**config.mk**
```make
export PLATFORM = sky130hd
export DESIGN_NAME = pixel_fault_supervisor
export DESIGN_NICKNAME = d
export VERILOG_FILES = /design/src/rtl/fault_sup_pkg.sv /design/src/rtl/pixel_fault_supervisor.sv
export VERILOG_INCLUDE_DIRS = /design/src /design/src/rtl
export SDC_FILE = /design/constraint.sdc
export NUM_CORES = 1
export LEC_CHECK = 0
export BUFFER_PORTS_ARGS = -buffer_cell sky130_fd_sc_hd__buf_2
export CAP_MARGIN = 20
export CORE_ASPECT_RATIO = 1.25
export CORE_MARGIN = 1.5
export CORE_UTILIZATION = 40
export CTS_CLUSTER_SIZE = 10
export DETAILED_ROUTE_END_ITERATION = 7
export HOLD_SLACK_MARGIN = 0.05
export PLACE_DENSITY = 0.72
export SLEW_MARGIN = 15
export SYNTH_ARGS = -nofsm -noshare
export SYNTH_HDL_FRONTEND = slang
export SYNTH_SLANG_ARGS = --single-unit
```
**constraint.sdc**
```tcl
create_clock -name clock -period 1.45 [get_ports clock]
set_input_delay 0.0725 -clock clock [delete_from_list [all_inputs] [get_ports clock]]
set_output_delay 0.0725 -clock clock [all_outputs]
set_load 0.02 [all_outputs]
```
**src/rtl/fault_sup_params.svh**
```systemverilog
// constants of the pixel fault supervisor
// assumes inclusion by the package and by the supervisor module
`ifndef FAULT_SUP_PARAMS_SVH
`define FAULT_SUP_PARAMS_SVH

`define FS_FRAME_BITS    6'h20
`define FS_ST_OFF        3'h0
`define FS_ST_SHORT      3'h1
`define FS_ST_OPEN       3'h2
`define FS_ST_ON         3'h7
`define FS_STRINGS       4
`define FS_SWITCHES      12

`endif

```
**src/rtl/fault_sup_pkg.sv**
```systemverilog
// types shared by the pixel fault supervisor
// assumes the params header sits beside it
`include "fault_sup_params.svh"
package fault_sup_pkg;

  // one-cycle read-clear strobes, one per readable flag
  typedef struct packed {
    logic                    thermal_warning;
    logic                    overheat_shutdown;
    logic                    frame_check;
    logic                    on_overlap;
    logic                    off_overlap;
    logic [`FS_STRINGS-1:0]  ground_loss;
    logic                    overvoltage;
    logic                    counter_wrap;
    logic                    charge_cap;
    logic                    powerup;
  } read_clear_t;

  // latched flags, same layout as the clear strobes
  typedef read_clear_t flags_t;

  typedef enum logic [1:0] {RUN, TRIPPED, RECOVER} sup_state_t;

endpackage : fault_sup_pkg

```
**src/rtl/pixel_fault_supervisor.sv**
```systemverilog
// pixel fault supervisor: latches faults, drives fail pin and switch kill
// assumes sensor inputs are asynchronous pins; strobes are on clock
//
// Contract
// - warning flag set hot, cleared on read
// - shutdown flag held until read and cool
// - shutdown releases fail, switches off
// - resume only when cool and flags clear
// - compare output readable, threshold three bits
// - frame error on non-32 bits or crc
// - on overlap: error, fail, off, stop
// - off overlap: warning flag only
// - global fault carried in response status
// - global fault releases fail, switches off
// - per switch state and fault code
// - ground loss flagged only when enabled
// - ground loss: fault, fail, off, disable
// - overvoltage: flag, fault, fail, off, disable
// - counter wrap sets read-clear flag
// - cap charge fail: flag, fault, fail, off
// - powerup flag set after reset
// - fault codes 000 001 010 111
// - global fault is or of faults
// - powerup flag cleared on read
// - on overlap also clears drive enable
`timescale 1ns/1ps
`default_nettype none
`include "fault_sup_params.svh"
module pixel_fault_supervisor #(
  parameter int NSW = `FS_SWITCHES
) (
  input  wire logic                        clock,
  input  wire logic                        arst_n,
  input  wire logic                        temp_warn_pin,
  input  wire logic                        temp_shut_pin,
  input  wire logic                        temp_cmp_pin,
  input  wire logic [2:0]                  heat_compare_threshold,
  input  wire logic                        chip_select_n,
  input  wire logic                        frame_bit_strobe,
  input  wire logic                        crc_fail_strobe,
  input  wire logic                        on_overlap_strobe,
  input  wire logic                        off_overlap_strobe,
  input  wire logic [NSW-1:0]              sw_short_pin,
  input  wire logic [NSW-1:0]              sw_open_pin,
  input  wire logic [NSW-1:0]              sw_overcur_pin,
  input  wire logic [NSW-1:0]              sw_gate_on,
  input  wire logic [`FS_STRINGS-1:0]      string_ground_check_en,
  input  wire logic [`FS_STRINGS-1:0]      ground_loss_pin,
  input  wire logic [`FS_STRINGS-1:0]      string_ov_pin,
  input  wire logic                        dimming_counter_wrap,
  input  wire logic                        cap_fail_pin,
  input  wire logic                        supervise_en,
  input  wire logic                        drive_enable_set,
  input  wire fault_sup_pkg::read_clear_t  read_clear,
  output logic                             die_heat_compare_out,
  output logic [2:0]                       threshold_sel,
  output fault_sup_pkg::flags_t            flags,
  output logic                             global_switch_fault,
  output logic                             status_fault_bit,
  output logic [NSW-1:0]                   switch_conducting_state,
  output logic [NSW*3-1:0]                 switch_fault_state,
  output logic                             switch_drive_enable,
  output logic                             switches_off,
  output logic                             pattern_stop,
  output logic                             fail_o,
  output logic                             fail_oe_n
);
  import fault_sup_pkg::*;

  localparam int NA = 3 + 3 * NSW + 2 * `FS_STRINGS + 1; // async pin count

  typedef struct packed {
    logic [NA-1:0]           s1;
    logic [NA-1:0]           s2;
    logic [5:0]              bitcnt;
    logic                    cs_q;
    flags_t                  fl;
    logic                    gsw;
    logic                    drv_en;
    logic                    off;
    logic                    stop;
    logic                    fail_oe_n;
    logic                    cmp;
    logic [2:0]              thr;
    logic [NSW-1:0]          cond;
    logic [NSW*3-1:0]        code;
    sup_state_t              st;
  } state_t;

  state_t q, d;
  logic [NA-1:0] raw;
  logic          tw, overheat_shutdown_flag, tcmp, capf;
  logic [NSW-1:0] shr, opn, ovc;
  logic [`FS_STRINGS-1:0] gnd, sov;
  logic          gsw_now, shut_now, frame_err;
  logic [NSW*3-1:0] code_now;

  assign raw = {temp_warn_pin, temp_shut_pin, temp_cmp_pin, sw_short_pin,
                sw_open_pin, sw_overcur_pin, ground_loss_pin, string_ov_pin,
                cap_fail_pin};
  // only the second sync stage is ever decoded
  assign {tw, overheat_shutdown_flag, tcmp, shr, opn, ovc, gnd, sov, capf} = q.s2;

  // per switch fault code, short beats open
  genvar g;
  generate
    for (g = 0; g < NSW; g++) begin : g_code
      assign code_now[g*3 +: 3] = shr[g] ? `FS_ST_SHORT :
                                  opn[g] ? `FS_ST_OPEN :
                                  sw_gate_on[g] ? `FS_ST_ON : `FS_ST_OFF;
    end
  endgenerate

  // frame length checked at chip select release
  assign frame_err = crc_fail_strobe ||
                     (chip_select_n && !q.cs_q && q.bitcnt != `FS_FRAME_BITS);

  always_comb begin
    d = q;
    d.s1 = raw;
    d.s2 = q.s1;
    d.cs_q = chip_select_n;
    if (chip_select_n) d.bitcnt = '0;
    else if (frame_bit_strobe && q.bitcnt != 6'h3f)
      d.bitcnt = q.bitcnt + 6'h01; // saturates so long frames still fail
    // set wins over read clear on every sticky flag
    d.fl = q.fl & ~read_clear;
    if (tw) d.fl.thermal_warning = 1'b1;
    // shutdown clears only when read and the condition is gone
    if (overheat_shutdown_flag) d.fl.overheat_shutdown = 1'b1;
    if (frame_err) d.fl.frame_check = 1'b1;
    if (on_overlap_strobe) d.fl.on_overlap = 1'b1;
    if (off_overlap_strobe) d.fl.off_overlap = 1'b1;
    d.fl.ground_loss = d.fl.ground_loss | (gnd & string_ground_check_en);
    if (|sov) d.fl.overvoltage = 1'b1;
    if (dimming_counter_wrap) d.fl.counter_wrap = 1'b1;
    if (capf) d.fl.charge_cap = 1'b1;
    // global fault from live switch faults and latched string and cap flags
    gsw_now = (|shr) | (|opn) | (|ovc) |
              (|(q.fl.ground_loss & string_ground_check_en)) |
              q.fl.charge_cap | q.fl.overvoltage;
    d.gsw = gsw_now;
    shut_now = gsw_now | q.fl.overheat_shutdown | q.fl.on_overlap;
    // shutting faults that also drop the drive enable
    if (q.fl.overheat_shutdown || q.fl.on_overlap ||
        (|q.fl.ground_loss) || q.fl.overvoltage)
      d.drv_en = 1'b0;
    else if (drive_enable_set && q.st == RUN)
      d.drv_en = 1'b1;
    d.stop = q.fl.on_overlap ? 1'b1 : (q.drv_en ? q.stop : 1'b0);
    case (q.st)
      RUN:
        if (shut_now || !supervise_en) d.st = TRIPPED;
      TRIPPED:
        if (!shut_now && supervise_en) d.st = RECOVER;
      RECOVER: begin
        // hysteresis: wait below warning level with both flags clear
        if (shut_now || !supervise_en) d.st = TRIPPED;
        else if (!tw && !q.fl.thermal_warning && !q.fl.overheat_shutdown)
          d.st = RUN;
      end
      default: d.st = TRIPPED;
    endcase
    d.off = (d.st != RUN) || !d.drv_en;
    d.fail_oe_n = (d.st != RUN);
    d.cmp = tcmp;
    d.thr = heat_compare_threshold;
    d.cond = sw_gate_on & ~d.off;
    d.code = code_now;
  end

  // powerup flag set by the reset itself
  always_ff @(posedge clock or negedge arst_n) begin
    if (!arst_n) begin
      q <= '0;
      q.fl.powerup <= 1'b1;
      q.st <= TRIPPED;
      q.off <= 1'b1;
      q.fail_oe_n <= 1'b1;
      q.cs_q <= 1'b1;
    end else begin
      q <= d;
    end
  end

  assign die_heat_compare_out    = q.cmp;
  assign threshold_sel           = q.thr;
  assign flags                   = q.fl;
  assign global_switch_fault     = q.gsw;
  assign status_fault_bit        = q.gsw;
  assign switch_conducting_state = q.cond;
  assign switch_fault_state      = q.code;
  assign switch_drive_enable     = q.drv_en;
  assign switches_off            = q.off;
  assign pattern_stop            = q.stop;
  assign fail_o                  = 1'b0; // open drain, low when driven
  assign fail_oe_n               = q.fail_oe_n;

  AST_TW_SET: assert property (@(posedge clock) disable iff (!arst_n)
    tw |=> flags.thermal_warning) else $error("warning flag not set");
  AST_TSD_HOLD: assert property (@(posedge clock) disable iff (!arst_n)
    overheat_shutdown_flag |=> flags.overheat_shutdown) else $error("shutdown flag dropped");
  AST_TSD_OFF: assert property (@(posedge clock) disable iff (!arst_n)
    flags.overheat_shutdown |=> switches_off && fail_oe_n)
    else $error("shutdown did not kill switches");
  AST_GSW_OFF: assert property (@(posedge clock) disable iff (!arst_n)
    global_switch_fault |=> switches_off && fail_oe_n)
    else $error("global fault did not kill switches");
  AST_DIM_ERR: assert property (@(posedge clock) disable iff (!arst_n)
    on_overlap_strobe |=> flags.on_overlap ##1 !switch_drive_enable
    ##0 pattern_stop) else $error("on overlap not handled");
  AST_DIM_WARN: assert property (@(posedge clock) disable iff (!arst_n)
    off_overlap_strobe |=> flags.off_overlap)
    else $error("off overlap not flagged");
  AST_CRC: assert property (@(posedge clock) disable iff (!arst_n)
    crc_fail_strobe |=> flags.frame_check) else $error("crc not flagged");
  // every string, not only the first, must be enabled before it latches
  AST_GND_EN: assert property (@(posedge clock) disable iff (!arst_n)
    !(|(flags.ground_loss & ~$past(flags.ground_loss) &
        ~$past(string_ground_check_en))))
    else $error("ground loss flagged while disabled");
  AST_STATUS: assert property (@(posedge clock) disable iff (!arst_n)
    status_fault_bit == global_switch_fault)
    else $error("status bit differs from global fault");
  // state reacts to latched flags one edge late, so look one edge back
  AST_HEALTHY: assert property (@(posedge clock) disable iff (!arst_n)
    !fail_oe_n |-> $past(!global_switch_fault &&
                         !flags.overheat_shutdown && !flags.on_overlap))
    else $error("fail pulled low while faulted");

  // clear on read: a flag may only fall after a read that returned it
  AST_PWR_CLR: assert property (@(posedge clock) disable iff (!arst_n)
    $fell(flags.powerup) |-> $past(read_clear.powerup))
    else $error("powerup flag lost without read");
  AST_WRAP_CLR: assert property (@(posedge clock) disable iff (!arst_n)
    $fell(flags.counter_wrap) |-> $past(read_clear.counter_wrap))
    else $error("wrap flag lost without read");
  AST_FRAME_CLR: assert property (@(posedge clock) disable iff (!arst_n)
    $fell(flags.frame_check) |-> $past(read_clear.frame_check))
    else $error("frame flag lost without read");

  // event flags latch one edge after their source
  AST_WRAP_SET: assert property (@(posedge clock) disable iff (!arst_n)
    dimming_counter_wrap |=> flags.counter_wrap)
    else $error("wrap flag not set");
  AST_CAP_SET: assert property (@(posedge clock) disable iff (!arst_n)
    capf |=> flags.charge_cap)
    else $error("charge fault not flagged");
  AST_OV_SET: assert property (@(posedge clock) disable iff (!arst_n)
    (|sov) |=> flags.overvoltage)
    else $error("overvoltage not flagged");

  // latched cap fault and live switch short feed the global fault
  AST_CAP_GSW: assert property (@(posedge clock) disable iff (!arst_n)
    flags.charge_cap |=> global_switch_fault)
    else $error("charge fault missing from global fault");
  AST_SHORT_GSW: assert property (@(posedge clock) disable iff (!arst_n)
    $past(|shr) |-> global_switch_fault)
    else $error("short missing from global fault");

  // faults that must also drop the drive enable, then on overlap stopping the pattern
  AST_OV_DRV: assert property (@(posedge clock) disable iff (!arst_n)
    flags.overvoltage |=> !switch_drive_enable)
    else $error("overvoltage left drive enabled");
  AST_GND_DRV: assert property (@(posedge clock) disable iff (!arst_n)
    (|flags.ground_loss) |=> !switch_drive_enable)
    else $error("ground loss left drive enabled");
  AST_TSD_DRV: assert property (@(posedge clock) disable iff (!arst_n)
    flags.overheat_shutdown |=> !switch_drive_enable)
    else $error("shutdown left drive enabled");
  AST_STOP: assert property (@(posedge clock) disable iff (!arst_n)
    flags.on_overlap |=> pattern_stop)
    else $error("pattern not stopped");

  // recovery only from a clean thermal state
  AST_RESUME: assert property (@(posedge clock) disable iff (!arst_n)
    $rose(!fail_oe_n) |-> $past(!flags.thermal_warning &&
                                !flags.overheat_shutdown))
    else $error("resumed with thermal flag set");

  // per switch status
  AST_CODE_SHORT: assert property (@(posedge clock) disable iff (!arst_n)
    $past(shr[0]) |-> switch_fault_state[2:0] == `FS_ST_SHORT)
    else $error("short code wrong");
  AST_COND_OFF: assert property (@(posedge clock) disable iff (!arst_n)
    switches_off |-> switch_conducting_state == '0)
    else $error("switch shown on while killed");

  // comparator and threshold echo, one edge behind
  AST_CMP: assert property (@(posedge clock) disable iff (!arst_n)
    die_heat_compare_out == $past(tcmp))
    else $error("compare output not echoed");
  AST_THR: assert property (@(posedge clock) disable iff (!arst_n)
    threshold_sel == $past(heat_compare_threshold))
    else $error("threshold not echoed");
endmodule : pixel_fault_supervisor
`default_nettype wire

```
==> impl_metrics.py <==
metrics = {
    "route": {
        "ant_nets": 0,
        "vias_per_cell": 4.24,
        "routed_wl_mm": 11.2,
        "drc": 0,
        "routedWlPerCell_um": 13.5,
        "drtPass1Iterations": 4,
        "dr_total_vias": 3513,
        "drtIter0Drc": 75,
    },
    "final_layout": {
        "drive_gt1_share_pct": 39.3,
        "fin_cells": 829,
        "fin_nets": 731,
        "areaGrowthSynthToFinish_pct": 42.4,
    },
    "timing": {
        "finalSetupViolations": 6,
        "min_period_ns": 1.62,
        "fin_crit_sh_pct": 112,
        "final_hold_viol_count": 0,
        "rsz0062_at_grt": "true",
        "final.setup.tns_ns": -0.723,
        "skew_ns": 0.00657,
        "timing.final.ws_setup_ns": -0.169,
        "drv_slew": 0,
        "max_freq_ghz": 0.618,
    },
    "global_routing": {
        "grt_overflow": 0,
        "antenna_found_initial": 2,
        "track_usage_pct": 16.2,
        "grt_pass1_vias": 3742,
        "grt_max_degree": 57,
        "grt_pass1_wl_mm": 17.8,
    },
    "cts": {
        "clkSinkCount": 175,
        "cts-root-buf": "clkbuf_16",
        "clock_latency_ns": 0.42,
        "htree_levels": 4,
        "path_clk_slew_ns": 0.06,
        "cts_tree": "built",
        "cts_buffers": 17,
        "clockBufferDepth": 2,
    },
    "job": {
        "maxCapViolations": 0,
    },
    "synthesis": {
        "ys_warn_count": 0,
        "syn_area_per_cell_um2": 14.5,
        "syn-cell-area_um2": 5740,
        "yosys-top-cells-area": "dfrtp_1 74%, buf_4 8.6%, nor2_1 2.7%, nand2b_1 2.6%, dfstp_2 2.3%",
        "yosys.cell_types.count": 35,
        "synthCells": 395,
        "ys_seq_area_share_pct": 76.3,
        "synth_largest_area_cell": "dfrtp_1",
        "synth.net_count": 487,
        "synth_top_area_share_pct": 74.1,
        "synth_seq_cells": 175,
    },
    "critical_path": {
        "cpPeakStageDelay_ns": 0.42,
        "arrival_ns": 1.98,
        "crit_required_ns": 1.81,
        "critPathLaunchType": "flop",
        "endpoint_kind": "flop",
        "slowest_stage": "a222oi_1",
        "crit_path_cell_trace": "a222oi_1 -> nand3_2 -> nor4_4 -> and3_1",
        "crit_type": "flop to flop",
        "crit_fanout": 3,
    },
    "die": {
        "die_w_um": 110,
        "rows": 48,
        "die_area_um2": 15100,
        "die_y_um": 137,
        "start_util_pct": 41.2,
        "coreArea_um2": 13900,
        "io_pins": 162,
    },
    "hold_path": {
        "min_path_type": "primary input to async pin",
    },
    "placed_design": {
        "io_buffers": 160,
        "gp_congestion": 0.739,
        "hpwlAfterDp_mm": 7.44,
        "dp_cells": 701,
    },
    "power": {
        "power.density_nw_per_um2": 1280,
        "p_leak_nw": 3.97,
        "vdd_drop_max_uv": 973,
    },
    "outcome": {
        "outcome": "finished, violations left",
        "violations": "setup timing",
    },
}
## synth_stat cells (all sizes together)
cell type	number
dfrtp	170
buf	66
nor2	42
nand2b	24
inv	15
nor4	13
nand2	11
a21o	7
o21ai	7
dfstp	5
nand3	5
a21oi	4
nand4	3
and3	2
ha	2
mux2i	2
o31ai	2
or3	2
xor2	2
a211oi	1
a222oi	1
and2	1
conb	1
nand3b	1
nand4b	1
nor2b	1
nor3	1
o211ai	1
or4	1
xnor2	1
## power by group
group	total, W	internal (W)	switching, W
Clock	0.00431	0.00247	0.00184
Sequential	0.00522	0.00513	0.0000966
Combinational	0.000917	0.000466	0.000450
Total	0.0104	0.00807	0.00238
## kinds of logic (layout without fill, tap and decap cells)
family / Yosys count / in the layout / synth area share, %
AND/OR/NAND/NOR: 108 / 108 / 10.0
AO/OA/AOI/OAI: 23 / 23 / 2.70
buffers and inverters: 81 / 338 / 9.61
adder cells (fa/ha/maj): 2 / 2 / 0.436
flip-flops: 175 / 175 / 76.3
multiplexers: 2 / 2 / 0.349
XOR/XNOR: 3 / 3 / 0.458
other: 1 / 3 / 0.0653
## path summary, 6_finish.rpt
kind,end,depth (start not counted),from,slack (ns)
setup / recovery,switch_conducting_state[0],4,flags[4],-0.17
hold / removal,switch_conducting_state[5],2,arst_n,0.07
setup reg to reg,switch_conducting_state[0],4,flags[4],-0.17
hold reg to reg,opn[4],0,d[104],0.34
max in group asynchronous,fail_oe_n,3,arst_n,0.78
min in group clock,q[0],5,string_ground_check_en[1],0.10
## cell usage in the layout (no fill, tap or decap), types with 3 or more instances in the layout
cell	count
nor4_4	4
nand3_1	3
dfstp_2	5
nor2_1	42
buf_4	39
a21oi_2	3
dfrtp_1	170
clkinv_4	5
nor4_2	5
clkbuf_16	17
nand2b_1	24
dlygate4sd3_1	88
a21o_1	7
o21ai_0	5
nand4_1	3
buf_12	3
nand2_1	11
inv_1	15
buf_2	159
nor4_1	4
## sequential cells by signal, summed over array words and instances (netlist names), 3 cells and up
| name | count |
|---|---|
| switch_fault_state | 36 |
| flags | 13 |
| ovc | 12 |
| opn | 12 |
| gnd | 4 |
| threshold_sel | 3 |
| q | 26 |
| switch_conducting_state | 12 |
| d | 49 |
## timing repair
action	4_1_cts	5_1_grt
endpoints found under the setup margin	8	8
hold endpoints to repair	294	0
hold buffers	88	0
gates resized for setup	8	5
buffers inserted	6	0
pin swaps	12	5
## per-layer routing
metal / wire length [um] / vias to the layer above / part of all wire (%) / GRT usage, %
met5: 0 / - / 0 / 0
met4: 202 / 0 / 1.8 / 7.91
met3: 658 / 16 / 5.9 / 5.62
met2: 5970 / 116 / 53 / 26.9
met1: 4370 / 1686 / 39 / 18.6
li1: - / 1695 / - / -
## worst max-delay path: cells and delay by family (launching register included)
kind / cells / cell delay (ns)
and+or+nand+nor: 3 / 0.75
DFF: 1 / 0.38
AOI/OAI and AO/OA: 1 / 0.42
## final cells by class
| cell class | count | area (um2) |
|---|---|---|
| sequential | 175 | 4390 |
| timing repair buffer | 291 | 2050 |
| clock inverter | 11 | 110 |
| tap | 175 | 219 |
| antenna | 2 | 5.00 |
| clock buffer | 21 | 460 |
| multi-input combinational | 139 | 891 |
| inverter | 15 | 56.3 |
| fill | 1078 | 5750 |
## metrics by stage
stage | instance area [um2] | hold WS, ns | utilization [%] | power [W] | setup WS [ns]
after floorplan | 5750 | -0.223 | - | 0.00569 | 0.00835
after global placement | 6600 | -0.0587 | 47.4 | 0.00600 | -0.421
after detailed placement | 6600 | -0.0583 | 47.4 | 0.00603 | -0.426
after CTS | 8150 | 0.0548 | 58.5 | 0.0106 | -0.216
after global routing | 8180 | 0.0906 | 58.7 | 0.0109 | -0.321
final | 8180 | 0.0734 | 58.7 | 0.0104 | -0.169
Note: power is estimated with default switching activity, not from simulation.
